File: src/pkg/fsrl_pkg.sv
// Constants shared by the flash status register logic.
// Assumes a 100 MHz system clock and mode 0 serial framing.
package fsrl_pkg;

  // Instruction codes.
  localparam logic [7:0] OP_WRR   = 8'h01;
  localparam logic [7:0] OP_CLEAR_WRITE_ENABLE_CMD  = 8'h04;
  localparam logic [7:0] OP_READ_STATUS_ONE_CMD = 8'h05;
  localparam logic [7:0] OP_SET_WRITE_ENABLE_CMD  = 8'h06;
  localparam logic [7:0] OP_CLEAR_STATUS_CMD  = 8'h30;
  localparam logic [7:0] OP_READ_STATUS_TWO_CMD = 8'h07;
  localparam logic [7:0] OP_PROG  = 8'h02;
  localparam logic [7:0] OP_SECT  = 8'hd8;
  localparam logic [7:0] OP_BULK  = 8'h60;
  localparam logic [7:0] OP_PROGRAM_SUSPEND_CMD  = 8'h85;
  localparam logic [7:0] OP_ERASE_SUSPEND_CMD  = 8'h75;
  localparam logic [7:0] OP_SRST  = 8'hf0;

  // Field positions in status register one.
  localparam int SR_BUSY  = 0;
  localparam int SR_WEL   = 1;
  localparam int SR_BP_LO = 2;
  localparam int SR_BP_HI = 4;
  localparam int SR_EERR  = 5;
  localparam int SR_PERR  = 6;
  localparam int SR_LOCK  = 7;

  localparam logic [2:0] BP_VOL_RESET = 3'h7;
  localparam logic [7:0] SR2_VALUE    = 8'h00;

  // Bytes a command needs before it may execute.
  localparam logic [2:0] WRR_BYTES  = 3'h2;
  localparam logic [2:0] ADDR_BYTES = 3'h4;

  // Register write time.
  localparam int CLK_PERIOD_NS = 10;
  localparam int REG_WRITE_NS  = 1000;
  localparam int REG_WRITE_CYC =
    (REG_WRITE_NS + CLK_PERIOD_NS - 1) / CLK_PERIOD_NS;

  typedef enum logic [1:0] {
    CORE_NONE  = 2'b00,
    CORE_PROG  = 2'b01,
    CORE_SECT  = 2'b10,
    CORE_BULK  = 2'b11
  } fsrl_op_e;

  typedef enum logic [1:0] {
    ST_IDLE  = 2'b00,
    ST_REGWR = 2'b01,
    ST_CORE  = 2'b10,
    ST_ERROR = 2'b11
  } fsrl_state_e;

endpackage

File: src/fsrl_serial.sv
// Serial byte shifter for the flash status register logic.
// Samples the serial pins with the system clock; mode 0 framing.
`timescale 1ns/1ns
`default_nettype none
module fsrl_serial (
  input  wire logic       clock_in,
  input  wire logic       reset_in,
  input  wire logic       sck_in,
  input  wire logic       cs_n_in,
  input  wire logic       si_in,
  input  wire logic [7:0] tx_byte_in,
  output logic      [7:0] byte_out,
  output logic            byte_valid_out,
  output logic            frame_start_out,
  output logic            frame_end_out,
  output logic            active_out,
  output logic            so_out
);
  logic [2:0] sck_p, cs_p, si_p;
  logic [2:0] next_sck_p, next_cs_p, next_si_p;
  logic [2:0] cnt, next_cnt;
  logic [7:0] rx, next_rx, tx, next_tx;
  logic [7:0] next_byte;
  logic       started, next_started;
  logic       next_valid, next_fs, next_fe, next_so;
  logic       rise, fall;

  always_comb begin
    next_sck_p = {sck_p[1:0], sck_in};
    next_cs_p  = {cs_p[1:0], cs_n_in};
    next_si_p  = {si_p[1:0], si_in};
    rise       = sck_p[1] & ~sck_p[2];
    fall       = ~sck_p[1] & sck_p[2];
    next_cnt   = cnt;
    next_rx    = rx;
    next_tx    = tx;
    next_byte  = byte_out;
    next_started = started;
    next_so    = so_out;
    next_valid = 1'b0;
    next_fs    = ~cs_p[1] & cs_p[2];
    next_fe    = cs_p[1] & ~cs_p[2];
    if (next_fs) begin
      next_cnt     = 3'h0;
      next_started = 1'b0;
    end else if (!cs_p[1] && rise) begin
      next_rx      = {rx[6:0], si_p[1]};
      next_cnt     = cnt + 3'h1;
      next_started = 1'b1;
      if (cnt == 3'h7) begin
        next_valid = 1'b1;
        next_byte  = {rx[6:0], si_p[1]};
      end
    end else if (!cs_p[1] && fall) begin
      // A new reply byte is taken at each byte boundary after the first byte of the frame.
      if (cnt == 3'h0 && started) begin
        next_so = tx_byte_in[7];
        next_tx = {tx_byte_in[6:0], 1'b0};
      end else begin
        next_so = tx[7];
        next_tx = {tx[6:0], 1'b0};
      end
    end
  end

  always_ff @(posedge clock_in) begin
    if (reset_in) begin
      sck_p <= 3'h0;
      cs_p  <= 3'h7;
      si_p  <= 3'h0;
      cnt   <= 3'h0;
      rx    <= 8'h00;
      tx    <= 8'h00;
      byte_out <= 8'h00;
      started  <= 1'b0;
      so_out   <= 1'b0;
      byte_valid_out  <= 1'b0;
      frame_start_out <= 1'b0;
      frame_end_out   <= 1'b0;
    end else begin
      sck_p <= next_sck_p;
      cs_p  <= next_cs_p;
      si_p  <= next_si_p;
      cnt   <= next_cnt;
      rx    <= next_rx;
      tx    <= next_tx;
      byte_out <= next_byte;
      started  <= next_started;
      so_out   <= next_so;
      byte_valid_out  <= next_valid;
      frame_start_out <= next_fs;
      frame_end_out   <= next_fe;
    end
  end

  assign active_out = ~cs_p[2];
endmodule
`default_nettype wire

File: src/fsrl_status.sv
// Status register one of a serial flash with command gating.
// Array operations run in an outside core; protection range and
// non-volatile storage are supplied from outside on this clock.
`timescale 1ns/1ns
`default_nettype none
module fsrl_status
  import fsrl_pkg::*;
#(
  parameter int AW      = 24,
  parameter int REG_CYC = REG_WRITE_CYC
) (
  input  wire logic          clock_in,
  input  wire logic          reset_in,
  input  wire logic          sck_in,
  input  wire logic          cs_n_in,
  input  wire logic          si_in,
  input  wire logic          wp_n_in,
  input  wire logic          hw_reset_n_in,
  input  wire logic          cfg_bp_volatile_in,
  input  wire logic          nv_lock_in,
  input  wire logic [2:0]    nv_bp_in,
  input  wire logic [AW-1:0] prot_lo_in,
  input  wire logic [AW-1:0] prot_hi_in,
  input  wire logic          core_done_in,
  input  wire logic          core_fail_in,
  input  wire logic          core_prot_hit_in,
  output logic               so_out,
  output logic               so_oe_out,
  output logic               nv_write_out,
  output logic               nv_lock_out,
  output logic [2:0]         nv_bp_out,
  output logic [2:0]         block_protect_out,
  output logic               core_start_out,
  output logic [1:0]         core_op_out,
  output logic [AW-1:0]      core_addr_out,
  output logic               core_abort_out,
  output logic               prog_suspend_out,
  output logic               erase_suspend_out,
  output logic [7:0]         status_out
);
  localparam int CW = $clog2(REG_CYC + 1);
  localparam logic [CW-1:0] CNT_LAST = CW'(REG_CYC - 1);

  logic [7:0]    rx_byte, tx_byte;
  logic          byte_valid, frame_start, frame_end, active;
  logic [1:0]    wp_s, hr_s, next_wp_s, next_hr_s;
  fsrl_state_e   state, next_state;
  fsrl_op_e      op, next_op;
  logic [CW-1:0] cnt, next_cnt;
  logic [7:0]    opcode, next_opcode, wrdata, next_wrdata;
  logic [2:0]    nbytes, next_nbytes;
  logic [AW-1:0] addr, next_addr;
  logic          write_enable_latch, perr, eerr, next_wel, next_perr, next_eerr;
  logic [2:0]    bp_vol, next_bp_vol, next_nv_bp;
  logic          next_nv_write, next_nv_lock, next_start, next_abort;
  logic          next_program_suspend_cmd, next_erase_suspend_cmd, hr_d, next_hr_d;
  logic          busy, hw_prot, in_prot, sw_reset, do_reset;
  logic [2:0]    bp;

  fsrl_serial u_serial (
    .clock_in        (clock_in),
    .reset_in        (reset_in),
    .sck_in          (sck_in),
    .cs_n_in         (cs_n_in),
    .si_in           (si_in),
    .tx_byte_in      (tx_byte),
    .byte_out        (rx_byte),
    .byte_valid_out  (byte_valid),
    .frame_start_out (frame_start),
    .frame_end_out   (frame_end),
    .active_out      (active),
    .so_out          (so_out)
  );

  assign busy    = (state != ST_IDLE);
  assign bp      = cfg_bp_volatile_in ? bp_vol : nv_bp_in;
  assign hw_prot = nv_lock_in & ~wp_s[1];
  assign in_prot = (bp != 3'h0) && (addr >= prot_lo_in)
                   && (addr <= prot_hi_in);
  assign status_out = {nv_lock_in, perr, eerr, bp, write_enable_latch, busy};
  assign block_protect_out = bp;
  assign tx_byte = (opcode == OP_READ_STATUS_ONE_CMD) ? status_out : SR2_VALUE;
  assign so_oe_out = active && (nbytes != 3'h0) &&
                     (opcode == OP_READ_STATUS_ONE_CMD || opcode == OP_READ_STATUS_TWO_CMD);
  assign sw_reset = frame_end && (opcode == OP_SRST) && (nbytes != 3'h0);
  assign do_reset = sw_reset | (hr_s[1] & ~hr_d);

  always_comb begin
    next_wp_s   = {wp_s[0], wp_n_in};
    next_hr_s   = {hr_s[0], ~hw_reset_n_in};
    next_hr_d   = hr_s[1];
    next_state  = state;
    next_op     = op;
    next_cnt    = cnt;
    next_opcode = opcode;
    next_wrdata = wrdata;
    next_nbytes = nbytes;
    next_addr   = addr;
    next_wel    = write_enable_latch;
    next_perr   = perr;
    next_eerr   = eerr;
    next_bp_vol = bp_vol;
    next_nv_bp  = nv_bp_out;
    next_nv_lock  = nv_lock_out;
    next_nv_write = 1'b0;
    next_start  = 1'b0;
    next_abort  = 1'b0;
    next_program_suspend_cmd   = 1'b0;
    next_erase_suspend_cmd   = 1'b0;
    if (frame_start) begin
      next_nbytes = 3'h0;
    end else if (byte_valid) begin
      if (nbytes == 3'h0) begin
        next_opcode = rx_byte;
      end else if (nbytes < ADDR_BYTES) begin
        next_addr = {addr[AW-9:0], rx_byte};
      end
      if (nbytes == 3'h1) begin
        next_wrdata = rx_byte;
      end
      if (nbytes != 3'h7) begin
        next_nbytes = nbytes + 3'h1;
      end
    end
    if (frame_end && nbytes != 3'h0) begin
      // Commands not listed here take no action here; status reads and reset are handled apart.
      case (opcode)
        OP_SET_WRITE_ENABLE_CMD: begin
          if (!busy) next_wel = 1'b1;
        end
        OP_CLEAR_WRITE_ENABLE_CMD: begin
          if (!busy) next_wel = 1'b0;
        end
        OP_CLEAR_STATUS_CMD: begin
          next_perr = 1'b0;
          next_eerr = 1'b0;
          if (state == ST_ERROR) next_state = ST_IDLE;
        end
        OP_WRR: begin
          if (!busy && write_enable_latch && !hw_prot &&
              nbytes >= WRR_BYTES) begin
            next_state = ST_REGWR;
            next_cnt   = '0;
          end
        end
        OP_PROG, OP_SECT: begin
          if (!busy && write_enable_latch && nbytes >= ADDR_BYTES) begin
            if (in_prot) begin
              next_perr  = (opcode == OP_PROG) | perr;
              next_eerr  = (opcode == OP_SECT) | eerr;
              next_state = ST_ERROR;
            end else begin
              next_state = ST_CORE;
              next_start = 1'b1;
              next_op = (opcode == OP_PROG) ? CORE_PROG : CORE_SECT;
            end
          end
        end
        OP_BULK: begin
          if (!busy && write_enable_latch && bp == 3'h0) begin
            next_state = ST_CORE;
            next_start = 1'b1;
            next_op    = CORE_BULK;
          end
        end
        OP_PROGRAM_SUSPEND_CMD: begin
          next_program_suspend_cmd = (state == ST_CORE) && (op == CORE_PROG);
        end
        OP_ERASE_SUSPEND_CMD: begin
          next_erase_suspend_cmd = (state == ST_CORE) &&
                      (op == CORE_SECT || op == CORE_BULK);
        end
        default: begin
        end
      endcase
    end
    case (state)
      ST_REGWR: begin
        next_cnt = cnt + CW'(1);
        if (cnt == CNT_LAST) begin
          next_nv_write = 1'b1;
          next_nv_lock  = wrdata[SR_LOCK];
          next_nv_bp    = cfg_bp_volatile_in ? nv_bp_in
                          : wrdata[SR_BP_HI:SR_BP_LO];
          if (cfg_bp_volatile_in) begin
            next_bp_vol = wrdata[SR_BP_HI:SR_BP_LO];
          end
          next_wel   = 1'b0;
          next_state = ST_IDLE;
        end
      end
      ST_CORE: begin
        if (core_done_in) begin
          if (core_fail_in && !(op == CORE_BULK && core_prot_hit_in)) begin
            next_perr  = (op == CORE_PROG) | next_perr;
            next_eerr  = (op != CORE_PROG) | next_eerr;
            next_state = ST_ERROR;
          end else begin
            next_wel   = 1'b0;
            next_state = ST_IDLE;
          end
        end
      end
      default: begin
      end
    endcase
    if (do_reset) begin
      next_wel    = 1'b0;
      next_perr   = 1'b0;
      next_eerr   = 1'b0;
      next_state  = ST_IDLE;
      next_bp_vol = BP_VOL_RESET;
      next_abort  = busy;
      next_nv_write = 1'b0;
    end
  end

  always_ff @(posedge clock_in) begin
    if (reset_in) begin
      wp_s   <= 2'h3;
      hr_s   <= 2'h0;
      hr_d   <= 1'b0;
      state  <= ST_IDLE;
      op     <= CORE_NONE;
      cnt    <= '0;
      opcode <= 8'h00;
      wrdata <= 8'h00;
      nbytes <= 3'h0;
      addr   <= '0;
      write_enable_latch    <= 1'b0;
      perr   <= 1'b0;
      eerr   <= 1'b0;
      bp_vol <= BP_VOL_RESET;
      nv_bp_out    <= 3'h0;
      nv_lock_out  <= 1'b0;
      nv_write_out <= 1'b0;
      core_start_out    <= 1'b0;
      core_abort_out    <= 1'b0;
      prog_suspend_out  <= 1'b0;
      erase_suspend_out <= 1'b0;
    end else begin
      wp_s   <= next_wp_s;
      hr_s   <= next_hr_s;
      hr_d   <= next_hr_d;
      state  <= next_state;
      op     <= next_op;
      cnt    <= next_cnt;
      opcode <= next_opcode;
      wrdata <= next_wrdata;
      nbytes <= next_nbytes;
      addr   <= next_addr;
      write_enable_latch    <= next_wel;
      perr   <= next_perr;
      eerr   <= next_eerr;
      bp_vol <= next_bp_vol;
      nv_bp_out    <= next_nv_bp;
      nv_lock_out  <= next_nv_lock;
      nv_write_out <= next_nv_write;
      core_start_out    <= next_start;
      core_abort_out    <= next_abort;
      prog_suspend_out  <= next_program_suspend_cmd;
      erase_suspend_out <= next_erase_suspend_cmd;
    end
  end

  assign core_op_out   = op;
  assign core_addr_out = addr;
endmodule
`default_nettype wire

File: config.mk
export PLATFORM = sky130hd
export DESIGN_NAME = fsrl_status
export DESIGN_NICKNAME = d
export VERILOG_FILES = /design/src/pkg/fsrl_pkg.sv /design/src/fsrl_serial.sv /design/src/fsrl_status.sv
export SDC_FILE = /design/constraint.sdc
export NUM_CORES = 1
export LEC_CHECK = 0
export BUFFER_PORTS_ARGS = -buffer_cell sky130_fd_sc_hd__buf_4
export CORE_MARGIN = 2
export CORE_UTILIZATION = 55
export CTS_CLUSTER_SIZE = 25
export DETAILED_ROUTE_END_ITERATION = 10
export PLACE_DENSITY = 0.87
export SLEW_MARGIN = 20
export SYNTH_ARGS = -nofsm -noshare
export SYNTH_HDL_FRONTEND = slang
export SYNTH_SLANG_ARGS = --single-unit
File: constraint.sdc
create_clock -name clock_in -period 3.3 [get_ports clock_in]
set_input_delay 0.33 -clock clock_in [delete_from_list [all_inputs] [get_ports clock_in]]
set_output_delay 0.33 -clock clock_in [all_outputs]
set_load 0.01 [all_outputs]
==> impl_metrics.py <==
metrics = {
    "route": {
        "drt_iter0_markers": 314,
        "ant_nets": 0,
        "vias": 5284,
        "route.detailed.drc": 0,
        "wire_per_inst_um": 15.0,
        "wirelength_mm": 14.1,
        "viasPerCell": 5.65,
        "drt_pass1_iterations": 7,
    },
    "synthesis": {
        "yosys.area.top_type": "dfxtp_1",
        "synth_top_cell_area_share_pct": 37.1,
        "yosys.cell_types.count": 63,
        "syn_avg_cell_area_um2": 8.26,
        "ys.flop_type": "dfxtp_1",
        "synthArstFlopShare_pct": 0,
        "synth_edf_count": 0,
        "ys_seq_elements": 108,
        "syn_area_mm2": 0.00582,
        "syn_inst": 705,
        "ys_warn_count": 0,
        "synth_nets": 829,
        "synthTopCellsByArea": "dfxtp_1 (37%), ha_1 (13%), nand2_1 (7.1%)",
        "synth-seq-area-share_pct": 37.1,
    },
    "timing": {
        "fin_ws_ps": 694,
        "fin_crit_sh_pct": 79.0,
        "period_needed_ps": 2610,
        "worstMarginPinSlew_ps": 924,
        "rsz0062_at_grt": "false",
        "slew-limit-headroom_pct": 38.4,
        "maxSlewViolCount": 0,
        "timing_hold_violations_final": 0,
        "setup_viol": 0,
        "skew_ps": 9.76,
        "fin_setup_tns_ps": 0,
        "timing.fmax_ghz": 0.384,
    },
    "clock_network": {
        "clk-insertion-delay-late_ps": 360,
        "clk_transition_reported_paths_ps": 100,
        "clock-sinks": 108,
        "htreeDepth": 3,
        "clk_path_buf_depth": 2,
        "ctsResizeCount": 0,
        "hold_buffers": 0,
        "cts_root_buffer": "clkbuf_8",
        "numCtsBuffers": 9,
        "cts_setup_buffers": 0,
        "cts_tree": "built",
    },
    "critical_path": {
        "crit_type": "reg -> reg",
        "cp_slowest_cell": "nor4_1",
        "crit_required_ps": 3560,
        "crit_family": "simple AND/OR/NAND/NOR gates",
        "worstPathMaxFanout": 5,
        "cp.arrival_ps": 2860,
        "worstPathCellList": "ha_1, nand4_1, nor4_1, nand2_1, o211a_1, a21boi_1, nor3_1, a22o_1",
        "startpoint_type": "register",
        "cp_slowest_stage_delay_ps": 480,
        "endpoint_kind": "register",
        "worst-path-buf-inv": 0,
    },
    "global_routing": {
        "overflow": 0,
        "antenna_found_initial": 0,
        "grt_max_degree": 91,
        "track_usage_pct": 24.5,
        "grt_pass1_vias": 5062,
        "grt_pass1_wl_mm": 23.0,
    },
    "layout": {
        "drive_above_1_share_pct": 19.1,
        "fin_util_pct": 66.9,
        "diodes": 0,
        "nets": 920,
        "area_delta_synth_final_pct": 18.1,
    },
    "placed_design": {
        "io_buffer_count": 110,
        "gp_congestion": 0.888,
        "dp_hpwl_mm": 10.8,
        "pre_cts_ws_ps": 687,
    },
    "floorplanning": {
        "die_w_um": 107,
        "fp.dieArea_mm2": 0.0114,
        "io-pin-count": 111,
        "fp.dieH_um": 107,
        "core_mm2": 0.0103,
        "rows": 37,
        "initial_utilization_pct": 56.6,
    },
    "pwr": {
        "leakage_nw": 3.00,
        "pwr_density_cell_mw_per_mm2": 331,
        "power_mw": 2.27,
        "peakVddDrop_mv": 0.247,
    },
    "run_status": {
        "status": "finished clean",
    },
    "flow_run": {
        "max_cap_violations": 0,
    },
    "hold_path": {
        "min_path_type": "in -> reg",
    },
}
[metrics by stage]
stage	cell area, um2	cells	hold slack, ps
4_1_cts	6860	936	106
6_report	6870	936	111
3_5_place_dp	6670	921	399
5_1_grt	6870	936	112
2_1_floorplan	5820	705	389
3_3_place_gp	6670	921	395
[routing by layer]
layer	vias to the layer above	routed length (um)	part of all wire (%)	GRT usage, %
met2	163	7110	50	44.3
li1	2612	-	-	-
met3	22	754	5.4	3.59
met5	-	0	0	0
met4	0	206	1.5	7.42
met1	2487	6010	43	29.9
[worst reg2reg max path: stages (launching register included)]
cell and delay [ps]:
dfxtp_1 350, ha_1 330, nand4_1 180, nor4_1 480, nand2_1 110, o211a_1 150
a21boi_1 450, nor3_1 210, a22o_1 240
[layout by cell type (no fill, tap or decap), types with 13 or more instances in the layout]
cell and instances:
buf_4 112, nand2_1 110, dfxtp_1 108, a21oi_1 73, inv_1 63, ha_1 61, nor2_1 58, mux2i_1 22
nand3_1 19, nor3_1 14, o21ai_0 13
[cells by family after synthesis]
family / share of synthesized area, %
AO/OA/AOI/OAI: 13.8
XOR/XNOR: 0.753
adder cells (fa/ha/maj): 13.1
buffers and inverters: 6.96
flip-flops: 37.1
multiplexers: 4.56
AND/OR/NAND/NOR: 23.6
[flip-flops by register name, summed over array words and instances (netlist names), 4 cells and up]
register	flops
core_addr_out	24
opcode	8
u_serial.byte_out	8
cnt	7
u_serial.rx	7
u_serial.tx	7
wrdata	4
[layout make-up]
cell class,count,area [um2]
Sequential cell,108,2160
Tap cell,136,170
Multi-Input combinational cell,502,3270
Timing Repair Buffer,112,841
Fill cell,851,3400
Clock inverter,5,62.6
Inverter,63,236
Clock buffer,10,128
[power by group]
group | leakage (nW) | total [mW] | internal [mW] | switching, mW
logic | 2.03 | 0.160 | 0.0828 | 0.0776
registers | 0.872 | 1.31 | 1.31 | 0.00435
clock network | 0.0942 | 0.797 | 0.353 | 0.444
[path summary, 6_finish.rpt]
kind	depth (start not counted)	endpoint	slack, ps	startpoint
max	8	eerr$_SDFF_PP0_	690	core_addr_out[23]$_SDFFE_PP0P_
min	2	hr_s[0]$_SDFF_PP0_	110	hw_reset_n_in
max reg2reg	8	eerr$_SDFF_PP0_	690	core_addr_out[23]$_SDFFE_PP0P_
min reg2reg	1	wp_s[1]$_SDFF_PP1_	420	wp_s[0]$_SDFF_PP1_
[synthesized netlist by cell type (all sizes together) (5+ instances only)]
cell / count
and2: 5
nand4: 11
nand2: 110
dfxtp: 108
buf: 13
or2: 7
nor4: 10
nand2b: 6
mux2i: 22
nand3: 20
nor2b: 11
a21oi: 74
inv: 63
clkbuf: 19
a22oi: 9
o21ai: 13
nor4b: 5
nor2: 58
nor3: 18
ha: 61
a211oi: 10
and3: 6
No activity file was read; power rests on OpenSTA's default activity.
